$ cat config.mk
export PLATFORM = sky130hd
export DESIGN_NAME = pegp_port_ef
export DESIGN_NICKNAME = d
export VERILOG_FILES = /design/src/pegp_pkg.sv /design/src/pegp_port_ef.sv
export SDC_FILE = /design/constraint.sdc
export NUM_CORES = 1
export LEC_CHECK = 0
export ABC_AREA = 1
export BUFFER_PORTS_ARGS = -buffer_cell sky130_fd_sc_hd__buf_2
export CORE_MARGIN = 10
export CORE_UTILIZATION = 30
export DETAILED_ROUTE_END_ITERATION = 10
export PLACE_DENSITY = 0.64
export SLEW_MARGIN = 10
export SYNTH_ARGS = -nofsm -noshare
export SYNTH_HDL_FRONTEND = slang
export SYNTH_SLANG_ARGS = --single-unit
$ cat constraint.sdc
create_clock -name clk_sys -period 2.1 [get_ports clk_sys]
set_input_delay 0.105 -clock clk_sys [delete_from_list [all_inputs] [get_ports clk_sys]]
set_output_delay 0.105 -clock clk_sys [all_outputs]
set_load 0.02 [all_outputs]
$ cat src/pegp_pkg.sv
// Package with register map, reset values and carrier types of the port E/F GPIO
package pegp_pkg;

  // ********************************************************************
  // Register map, byte addresses of aligned 32-bit words
  // ********************************************************************
  localparam logic [3:0] PE_DIR_PIN_OFFSET = 4'h0; // Direction write, pin read
  localparam logic [3:0] PE_LATCH_OFFSET = 4'h4;
  localparam logic [3:0] PF_DIR_PIN_OFFSET = 4'h8; // Direction write, pin read
  localparam logic [3:0] PF_LATCH_OFFSET = 4'hC;

  // ********************************************************************
  // Widths and reset values
  // ********************************************************************
  localparam int PE_WIDTH = 8;
  localparam int PF_WIDTH = 3;
  localparam logic [7:0] PE_DIR_RESET = 8'h00;
  localparam logic [7:0] PE_LATCH_RESET = 8'h00;
  localparam logic [2:0] PF_DIR_RESET = 3'h0;
  localparam logic [2:0] PF_LATCH_RESET = 3'h0;
  localparam logic [1:0] HTRANS_NONSEQ = 2'h2;

  // ********************************************************************
  // Carrier types
  // ********************************************************************
  // Captured AHB address phase
  typedef struct packed {
    logic valid;
    logic write;
    logic [3:0] offset;
  } pegp_addr_phase_type;

  // Pad drive of one port: data and active-low output enable
  typedef struct packed {
    logic [7:0] dataOut;
    logic [7:0] pwm_channel_output_enable;
  } pegp_pad_e_type;

  typedef struct packed {
    logic [2:0] dataOut;
    logic [2:0] pwm_channel_output_enable;
  } pegp_pad_f_type;

endpackage

$ cat src/pegp_port_ef.sv
// Port E and port F GPIO with LPC and PWM pin multiplexing, AHB-Lite slave
`timescale 1ns/1ps
module pegp_port_ef (
  input wire logic clk_sys,
  input wire logic rstn,
  // AHB-Lite slave
  input wire logic hsel,
  input wire logic [31:0] haddr,
  input wire logic [1:0] htrans,
  input wire logic hwrite,
  input wire logic [2:0] hsize,
  input wire logic [31:0] hwdata,
  input wire logic hready,
  output logic hreadyout,
  output logic hresp,
  output logic [31:0] hrdata,
  // Port E pads
  input wire logic [7:0] portEIn,
  output logic [7:0] portEOut,
  output logic [7:0] portEOeN,
  // Port F pads
  input wire logic [2:0] portFIn,
  output logic [2:0] portFOut,
  output logic [2:0] portFOeN,
  // Host interface channel enables, same clock
  input wire logic hostChannelOneEnable,
  input wire logic hostChannelTwoEnable,
  input wire logic hostChannelThreeEnable,
  // Host interface side of the shared pins
  input wire logic serialIrqOut,
  input wire logic serialIrqOeN,
  input wire logic [3:0] lpcAddrDataOut,
  input wire logic [3:0] lpcAddrDataOeN,
  output logic serialIrqIn,
  output logic lpcClock,
  output logic lpcResetN,
  output logic lpcFrameN,
  output logic [3:0] lpcAddrDataIn,
  // PWM side of port F
  input wire logic pwmPinSelect,
  input wire logic [2:0] pwmChannelOutputEnable,
  input wire logic [2:0] altPwmOut
);

  // ********************************************************************
  // Reset release
  // ********************************************************************
  logic [1:0] rstSync_reg;
  logic rstnSys;

  // Assert at once, release only after two clean edges
  always_ff @(posedge clk_sys or negedge rstn)
  begin
    if (!rstn)
      rstSync_reg <= 2'h0;
    else
      rstSync_reg <= {rstSync_reg[0], 1'b1};
  end
  assign rstnSys = rstSync_reg[1];

  // ********************************************************************
  // Pin input synchronisers
  // ********************************************************************
  logic [7:0] peMeta_reg;
  logic [7:0] peLevel_reg;
  logic [2:0] pfMeta_reg;
  logic [2:0] pfLevel_reg;

  // Pins are asynchronous; only the second stage is ever read
  always_ff @(posedge clk_sys or negedge rstnSys)
  begin
    if (!rstnSys)
    begin
      peMeta_reg <= 8'h00;
      peLevel_reg <= 8'h00;
      pfMeta_reg <= 3'h0;
      pfLevel_reg <= 3'h0;
    end
    else
    begin
      peMeta_reg <= portEIn;
      peLevel_reg <= peMeta_reg;
      pfMeta_reg <= portFIn;
      pfLevel_reg <= pfMeta_reg;
    end
  end

  // ********************************************************************
  // AHB-Lite address phase capture
  // ********************************************************************
  pegp_pkg::pegp_addr_phase_type addrPhase_reg;
  pegp_pkg::pegp_addr_phase_type addrPhase_next;
  logic acceptPhase;
  logic mapped;

  // Whole-word single transfers only; hsize is not decoded
  assign acceptPhase = hsel && hready && (htrans == pegp_pkg::HTRANS_NONSEQ);
  assign mapped = (haddr[31:4] == 28'h0000000) && (haddr[1:0] == 2'h0);

  always_comb
  begin
    addrPhase_next.valid = acceptPhase && mapped;
    addrPhase_next.write = hwrite;
    addrPhase_next.offset = haddr[3:0];
  end

  always_ff @(posedge clk_sys or negedge rstnSys)
  begin
    if (!rstnSys)
      addrPhase_reg <= '0;
    else
      addrPhase_reg <= addrPhase_next;
  end

  // Zero wait states and always OKAY
  assign hreadyout = 1'b1;
  assign hresp = 1'b0;

  // ********************************************************************
  // Register writes in the data phase
  // ********************************************************************
  logic [7:0] peDir_reg;
  logic [7:0] peLatch_reg;
  logic [2:0] pfDir_reg;
  logic [2:0] pfLatch_reg;
  logic wrPhase;

  assign wrPhase = addrPhase_reg.valid && addrPhase_reg.write;

  // Port E direction, written through the pin-level address
  always_ff @(posedge clk_sys or negedge rstnSys)
  begin
    if (!rstnSys)
      peDir_reg <= pegp_pkg::PE_DIR_RESET;
    else if (wrPhase &&
             addrPhase_reg.offset == pegp_pkg::PE_DIR_PIN_OFFSET)
      peDir_reg <= hwdata[7:0];
  end

  // Port E output latch
  always_ff @(posedge clk_sys or negedge rstnSys)
  begin
    if (!rstnSys)
      peLatch_reg <= pegp_pkg::PE_LATCH_RESET;
    else if (wrPhase &&
             addrPhase_reg.offset == pegp_pkg::PE_LATCH_OFFSET)
      peLatch_reg <= hwdata[7:0];
  end

  // Port F direction, written through the pin-level address
  always_ff @(posedge clk_sys or negedge rstnSys)
  begin
    if (!rstnSys)
      pfDir_reg <= pegp_pkg::PF_DIR_RESET;
    else if (wrPhase &&
             addrPhase_reg.offset == pegp_pkg::PF_DIR_PIN_OFFSET)
      pfDir_reg <= hwdata[2:0];
  end

  // Port F output latch
  always_ff @(posedge clk_sys or negedge rstnSys)
  begin
    if (!rstnSys)
      pfLatch_reg <= pegp_pkg::PF_LATCH_RESET;
    else if (wrPhase &&
             addrPhase_reg.offset == pegp_pkg::PF_LATCH_OFFSET)
      pfLatch_reg <= hwdata[2:0];
  end

  // ********************************************************************
  // Read data, registered at the address phase
  // ********************************************************************
  logic [31:0] rdData_next;

  // Direction bits are write-only: their address returns pin levels
  always_comb
  begin
    rdData_next = 32'h00000000;
    if (acceptPhase && mapped && !hwrite)
    begin
      unique case (haddr[3:0])
        pegp_pkg::PE_DIR_PIN_OFFSET: rdData_next[7:0] = peLevel_reg;
        pegp_pkg::PE_LATCH_OFFSET: rdData_next[7:0] = peLatch_reg;
        pegp_pkg::PF_DIR_PIN_OFFSET: rdData_next[2:0] = pfLevel_reg;
        pegp_pkg::PF_LATCH_OFFSET: rdData_next[2:0] = pfLatch_reg;
        default: rdData_next = 32'h00000000;
      endcase
    end
  end

  always_ff @(posedge clk_sys or negedge rstnSys)
  begin
    if (!rstnSys)
      hrdata <= 32'h00000000;
    else
      hrdata <= rdData_next;
  end

  // ********************************************************************
  // Port E pin multiplexing
  // ********************************************************************
  logic lpcEnabled;
  pegp_pkg::pegp_pad_e_type padE;

  // Any one channel enable claims all eight pins
  assign lpcEnabled = hostChannelOneEnable || hostChannelTwoEnable ||
                      hostChannelThreeEnable;

  always_comb
  begin
    if (lpcEnabled)
    begin
      padE.dataOut = {serialIrqOut, 3'h0, lpcAddrDataOut};
      padE.pwm_channel_output_enable = {serialIrqOeN, 3'h7, lpcAddrDataOeN};
    end
    else
    begin
      padE.dataOut = peLatch_reg;
      padE.pwm_channel_output_enable = ~peDir_reg;
    end
  end

  assign portEOut = padE.dataOut;
  assign portEOeN = padE.pwm_channel_output_enable;

  // Shared pins reach the host interface as plain routing; the LPC clock
  // must not pass a resampler, and the host logic syncs its own inputs
  assign serialIrqIn = lpcEnabled ? portEIn[7] : 1'b1;
  assign lpcClock = lpcEnabled ? portEIn[6] : 1'b0;
  assign lpcResetN = lpcEnabled ? portEIn[5] : 1'b0;
  assign lpcFrameN = lpcEnabled ? portEIn[4] : 1'b1;
  assign lpcAddrDataIn = lpcEnabled ? portEIn[3:0] : 4'hF;

  // ********************************************************************
  // Port F pin multiplexing, one slice per pin
  // ********************************************************************
  pegp_pkg::pegp_pad_f_type padF;

  generate
    for (genvar n = 0; n < pegp_pkg::PF_WIDTH; n++)
    begin : gPinF
      logic pwmOwns;
      assign pwmOwns = pwmPinSelect && pwmChannelOutputEnable[n];
      // PWM drives the pin outright; otherwise direction decides
      assign padF.dataOut[n] = pwmOwns ? altPwmOut[n] : pfLatch_reg[n];
      assign padF.pwm_channel_output_enable[n] = pwmOwns ? 1'b0 : ~pfDir_reg[n];
    end
  endgenerate

  assign portFOut = padF.dataOut;
  assign portFOeN = padF.pwm_channel_output_enable;

  // Pins held by the PWM are masked out of the general-purpose check
  logic [2:0] pfOwned;
  assign pfOwned = {3{pwmPinSelect}} & pwmChannelOutputEnable;
endmodule

==> metrics, run 1 <==
status=complete, no violations; reg2reg setup slack=0.89 ns; worst path bufs/invs=4; Final period util=68.56%; most frequent cells in the layout=buf_2, nand2_1, dfrtp_1; final hold violations=0; Vias=2270; CTS tree=yes; H-tree levels=3; power per cell area=675.0 mW/mm^2; Clock Power Share=37.7%; asr flop ratio synth=100.0%; Peak supply drop=0.3636 mV; total gr overflow=0; die height=114.1 um; DP Area=0.003272 mm^2; Clock Root Buffer=clkbuf_8; CP max-delay cell=dlygate4sd3_1; clk_lat worst skew=0.34 ns; max frequency=694.5 MHz; crit start category=input port; Crit path max-delay family=buffers and inverters; wire per inst=13.25 um; Worst Path Max Fanout=8; first-pass iteration count of the detailed router=4; io pins=169; Worst Clk Skew=0.005209 ns; post-synthesis cell type count=21; Lkg Pwr=2.022 nW; max-slew violations=0; Fin Hold WS=0.02552 ns; Max-Cap Viols=0; Setup-failing EPs final=0; gpl congestion=0.7659; Final #Nets=549; largest net degree at the start of global routing=51; RSZ-0062 raised after global routing=no; Port-buffer cells=115; initial antenna violation count=0; Comb pwr share=13.3%; Fillers=903; crit-path max cell delay=0.54 ns; Least-Margin Pin Slew=0.5329 ns; cts repair resizes=0; Syn Area/Cell=8.709 um^2; Mapped Cells=305; Util after Layout=41.70%; Core Region=0.008678 mm^2; CP arrival=1.69 ns; FF/Latch Area=0.001503 mm^2; vias in the first global route=2402; Placed Cells=524; Final ANT Viol Nets=0; first-pass GRT wire length=11830 um; synthesis-stage register bit count=60; total clock sinks=60; sequential power share=49.0%; Area growth, synth to finish=36.22%; commonest non-fill, non-tap cell in the layout=buf_2; Final Cell Area=0.003618 mm^2; kind of critical path=in2reg; die area=0.01302 mm^2; total power=2.442 mW; mean number of vias per cell=4.083; most common flop cell mapped by yosys=dfrtp_1; minimum clock period=1.440 ns; multi-input gate area in the final layout=904.6 um^2; crit end category=register; Hold Path Class=in2reg; Setup TNS Final=0 ns; Post-Syn Area=0.002656 mm^2; sw frac=26.69%; Num CTS Buffers=9; Site Rows=34; slew margin rel.=64.28%; Post-Layout Cell Count=556; WP data required=2.35 ns; ANT cells=0; Worst-path clk slew=0.07 ns; sequential share of the synthesized area=56.52%; DP Worst Slack=0.7665 ns; internal power=1.791 mW; final wirelength=7369 um; number of synthesized flops with an enable pin=0; CTS max path bufs=2; GRT Total Usage=11.32%; sw power=0.6518 mW; Cell Chain, Critical Path=dlygate4sd3_1 -> buf_2 -> inv_2 -> nand2_4 -> nor3_2 -> nand2_1 -> o21ai_1 -> inv_1 -> nor2_1; Starting Density=30.61%; DRC violations left=0; dpl hpwl=5924 um; layout cells sized above 1=34.82%; synth warn=0; Initial DRC Count=94; Die Width=114.1 um; final worst setup slack=0.6601 ns
[worst paths after layout]
check / cells after the start / from / endpoint
max: 9 / haddr[1] / hrdata[5]$_DFF_PN0_
min: 3 / hwdata[5] / peLatch_reg[5]$_DFFE_PN0P_
max reg2reg: 4 / addrPhase_reg[1]$_DFF_PN0_ / peDir_reg[4]$_DFFE_PN0P_
min reg2reg: 0 / rstSync_reg[1]$_DFF_PN0_ / peDir_reg[3]$_DFFE_PN0P_
max in group asynchronous: 1 / rstSync_reg[1]$_DFF_PN0_ / peLatch_reg[7]$_DFFE_PN0P_
min in group asynchronous: 2 / rstn / rstSync_reg[0]$_DFF_PN0_
[cells by family (layout without fill, tap and decap cells)]
kind of cell    Yosys count  count (layout)  synth area share (%)
buf+inv                  64             182                 12.95
simple gates            145             145                 23.83
flops                    60              60                 56.52
compound gates           34              34                 6.406
other cells               2              27                0.2827
[routing by layer]
| layer | wire length [um] | GRT usage (%) |
|---|---|---|
| met4 | 64 | 3.342 |
| met5 | 0 | 0 |
| met3 | 631 | 4.927 |
| met1 | 2928 | 12.51 |
| met2 | 3745 | 19.25 |
[worst register-to-register path, delay by kind of cell (launching register included)]
kind | cells | cell delay, ns
flops | 1 | 0.37
compound gates | 1 | 0.07
simple gates | 3 | 0.66
[layout make-up]
class                           count  share of cell area [%]
Clock inverter                      4                  0.6916
Timing Repair Buffer              134                   21.37
Inverter                           33                   3.492
Sequential cell                    60                   41.53
Clock buffer                       11                   4.184
Tap cell                          108                   3.734
Multi-Input combinational cell    206                   25.00
[synthesized netlist by cell type (3+ instances only)]
| cell type | count | share of area, % |
|---|---|---|
| dfrtp_1 | 60 | 57 |
| buf_2 | 3 | 0.57 |
| nor3_2 | 4 | 1.5 |
| buf_4 | 26 | 7.3 |
| nor2_1 | 41 | 5.8 |
| nand4_1 | 4 | 0.94 |
| inv_2 | 7 | 0.99 |
| or2_2 | 6 | 1.4 |
| o21ai_0 | 6 | 1.1 |
| o21ai_1 | 28 | 5.3 |
| inv_1 | 25 | 3.5 |
| nand2_1 | 83 | 12 |
[power by group through the flow]
stage | clock network [mW] | registers, mW | logic, mW
floorplan | 0 | 1.23 | 0.192
global placement | 0 | 1.22 | 0.296
detailed placement | 0 | 1.22 | 0.301
CTS | 0.947 | 1.20 | 0.327
global route | 1.01 | 1.20 | 0.361
finish | 0.921 | 1.20 | 0.326
[what timing repair did]
item,4_1_cts,5_1_grt
endpoints found under the hold margin,18,0
buffers inserted,0,0
hold buffers,17,0
Note: power is estimated with default switching activity, not from simulation.
==> run 2, diff against run 1 <==
- clock period: 2.1 -> 1.4 ns (I/O delays scaled with it)
==> metrics, run 2 (same netlist as run 1, synthesis figures left out) <==
status=complete, no violations; Final Cell Area=0.003661 mm^2; internal power=2.588 mW; top routing layer in use=met5; Num CTS Buffers=9; CP max-delay cell=dfrtp_1; WP data required=1.61 ns; Crit path max-delay family=simple AND/OR/NAND/NOR gates; RSZ-0062 raised after global routing=yes; CTS tree=yes; Final period util=91.92%; Cell Chain, Critical Path=nor2_2 -> nand3_2 -> nand2_1 -> o21ai_1; initial antenna violation count=1; power per cell area=965.3 mW/mm^2; Peak supply drop=0.5228 mV; io pins=169; Area growth, synth to finish=37.82%; Port-buffer cells=115; Initial DRC Count=109; met3 routed WL=635 um; Core Region=0.008678 mm^2; total gr overflow=0; gpl congestion=0.7686; clk_lat worst skew=0.33 ns; Site Rows=34; DP Area=0.003292 mm^2; first-pass iteration count of the detailed router=4; sequential power share=50.7%; Final ANT Viol Nets=0; Final #Nets=553; dpl hpwl=5771 um; Lkg Pwr=2.041 nW; die area=0.01302 mm^2; kind of critical path=reg2reg; Worst-path clk slew=0.06 ns; Util after Layout=42.19%; ANT cells=0; Worst Clk Skew=0.002973 ns; CTS max path bufs=2; Starting Density=30.61%; final hold violations=0; DRC violations left=0; largest net degree at the start of global routing=59; sw power=0.9460 mW; first-pass GRT wire length=12210 um; final worst setup slack=0.1132 ns; crit end category=register; vias in the first global route=2570; most frequent cells in the layout=buf_2, nand2_1, dfrtp_1; sw frac=26.77%; Comb pwr share=14.2%; Hold Path Class=in2reg; max-slew violations=0; metal2 WL=3638 um; layout cells sized above 1=34.96%; GRT Total Usage=11.62%; final wirelength=7242 um; max frequency=777.1 MHz; commonest non-fill, non-tap cell in the layout=buf_2; Met1 Wirelength=2837 um; CP arrival=1.50 ns; DP Worst Slack=0.1452 ns; die height=114.1 um; H-tree levels=3; minimum clock period=1.287 ns; Clock Power Share=35.1%; wire per inst=12.93 um; Worst Path Max Fanout=16; Max-Cap Viols=0; Fillers=880; worst path bufs/invs=0; mean number of vias per cell=4.068; crit-path max cell delay=0.37 ns; Die Width=114.1 um; total clock sinks=60; crit start category=register; Clock Root Buffer=clkbuf_8; total power=3.534 mW; Vias=2278; Setup-failing EPs final=0
run 2: layer usage:
metal	vias up	track usage, %
met5	-	0
met4	2	4.344
met3	12	4.717
met2	84	19.55
met1	1010	12.89
li1	1170	-
run 2: path summary, 6_finish.rpt:
check | slack, ns | endpoint | depth (start not counted) | start
hold reg to reg | 0.25 | peLatch_reg[3]$_DFFE_PN0P_ | 1 | rstSync_reg[1]$_DFF_PN0_
min in group asynchronous | 0.05 | rstSync_reg[0]$_DFF_PN0_ | 2 | rstn
setup / recovery | 0.11 | peLatch_reg[1]$_DFFE_PN0P_ | 4 | addrPhase_reg[1]$_DFF_PN0_
hold / removal | 0.01 | peLatch_reg[7]$_DFFE_PN0P_ | 3 | hwdata[7]
max in group asynchronous | 0.90 | peLatch_reg[5]$_DFFE_PN0P_ | 1 | rstSync_reg[1]$_DFF_PN0_
setup reg to reg | 0.11 | peLatch_reg[1]$_DFFE_PN0P_ | 4 | addrPhase_reg[1]$_DFF_PN0_
run 2: final cells by class:
cell class	instances	area, um^2	share of cell area [%]
tap	108	135.1	3.691
sequential	60	1503	41.05
multi-input combinational	206	917.1	25.05
clock inverter	6	32.53	0.8886
timing repair buffer	138	823.3	22.49
clock buffer	9	123.9	3.383
inverter	33	126.4	3.452
run 2: worst reg2reg max path: stages (launching register included):
cell,delay [ns]
dfrtp_1,0.37
nor2_2,0.24
nand3_2,0.32
nand2_1,0.15
o21ai_1,0.08
run 2: power by group through the flow:
| stage | registers (mW) | clock network (mW) | logic [mW] |
|---|---|---|---|
| 2_1_floorplan | 1.84 | 0 | 0.288 |
| 3_3_place_gp | 1.82 | 0 | 0.450 |
| 3_5_place_dp | 1.82 | 0 | 0.459 |
| 4_1_cts | 1.79 | 1.29 | 0.504 |
| 5_1_grt | 1.79 | 1.38 | 0.559 |
| 6_report | 1.79 | 1.24 | 0.501 |
run 2: timing repair:
| action | in CTS | in global routing |
|---|---|---|
| endpoints found under the setup margin | 0 | 10 |
| gates resized for setup | 0 | 2 |
| buffers inserted | 0 | 0 |
| hold buffers | 20 | 0 |
| hold endpoints to repair | 23 | 0 |
run 2: per-stage QoR:
stage | cells | hold slack (ns) | TNS [ns]
global route | 560 | 0.01082 | -0.06510
floorplan | 330 | -0.2256 | 0
detailed placement | 525 | -0.1414 | 0
CTS | 560 | 0.001802 | 0
finish | 560 | 0.01339 | 0
global placement | 525 | -0.1437 | 0
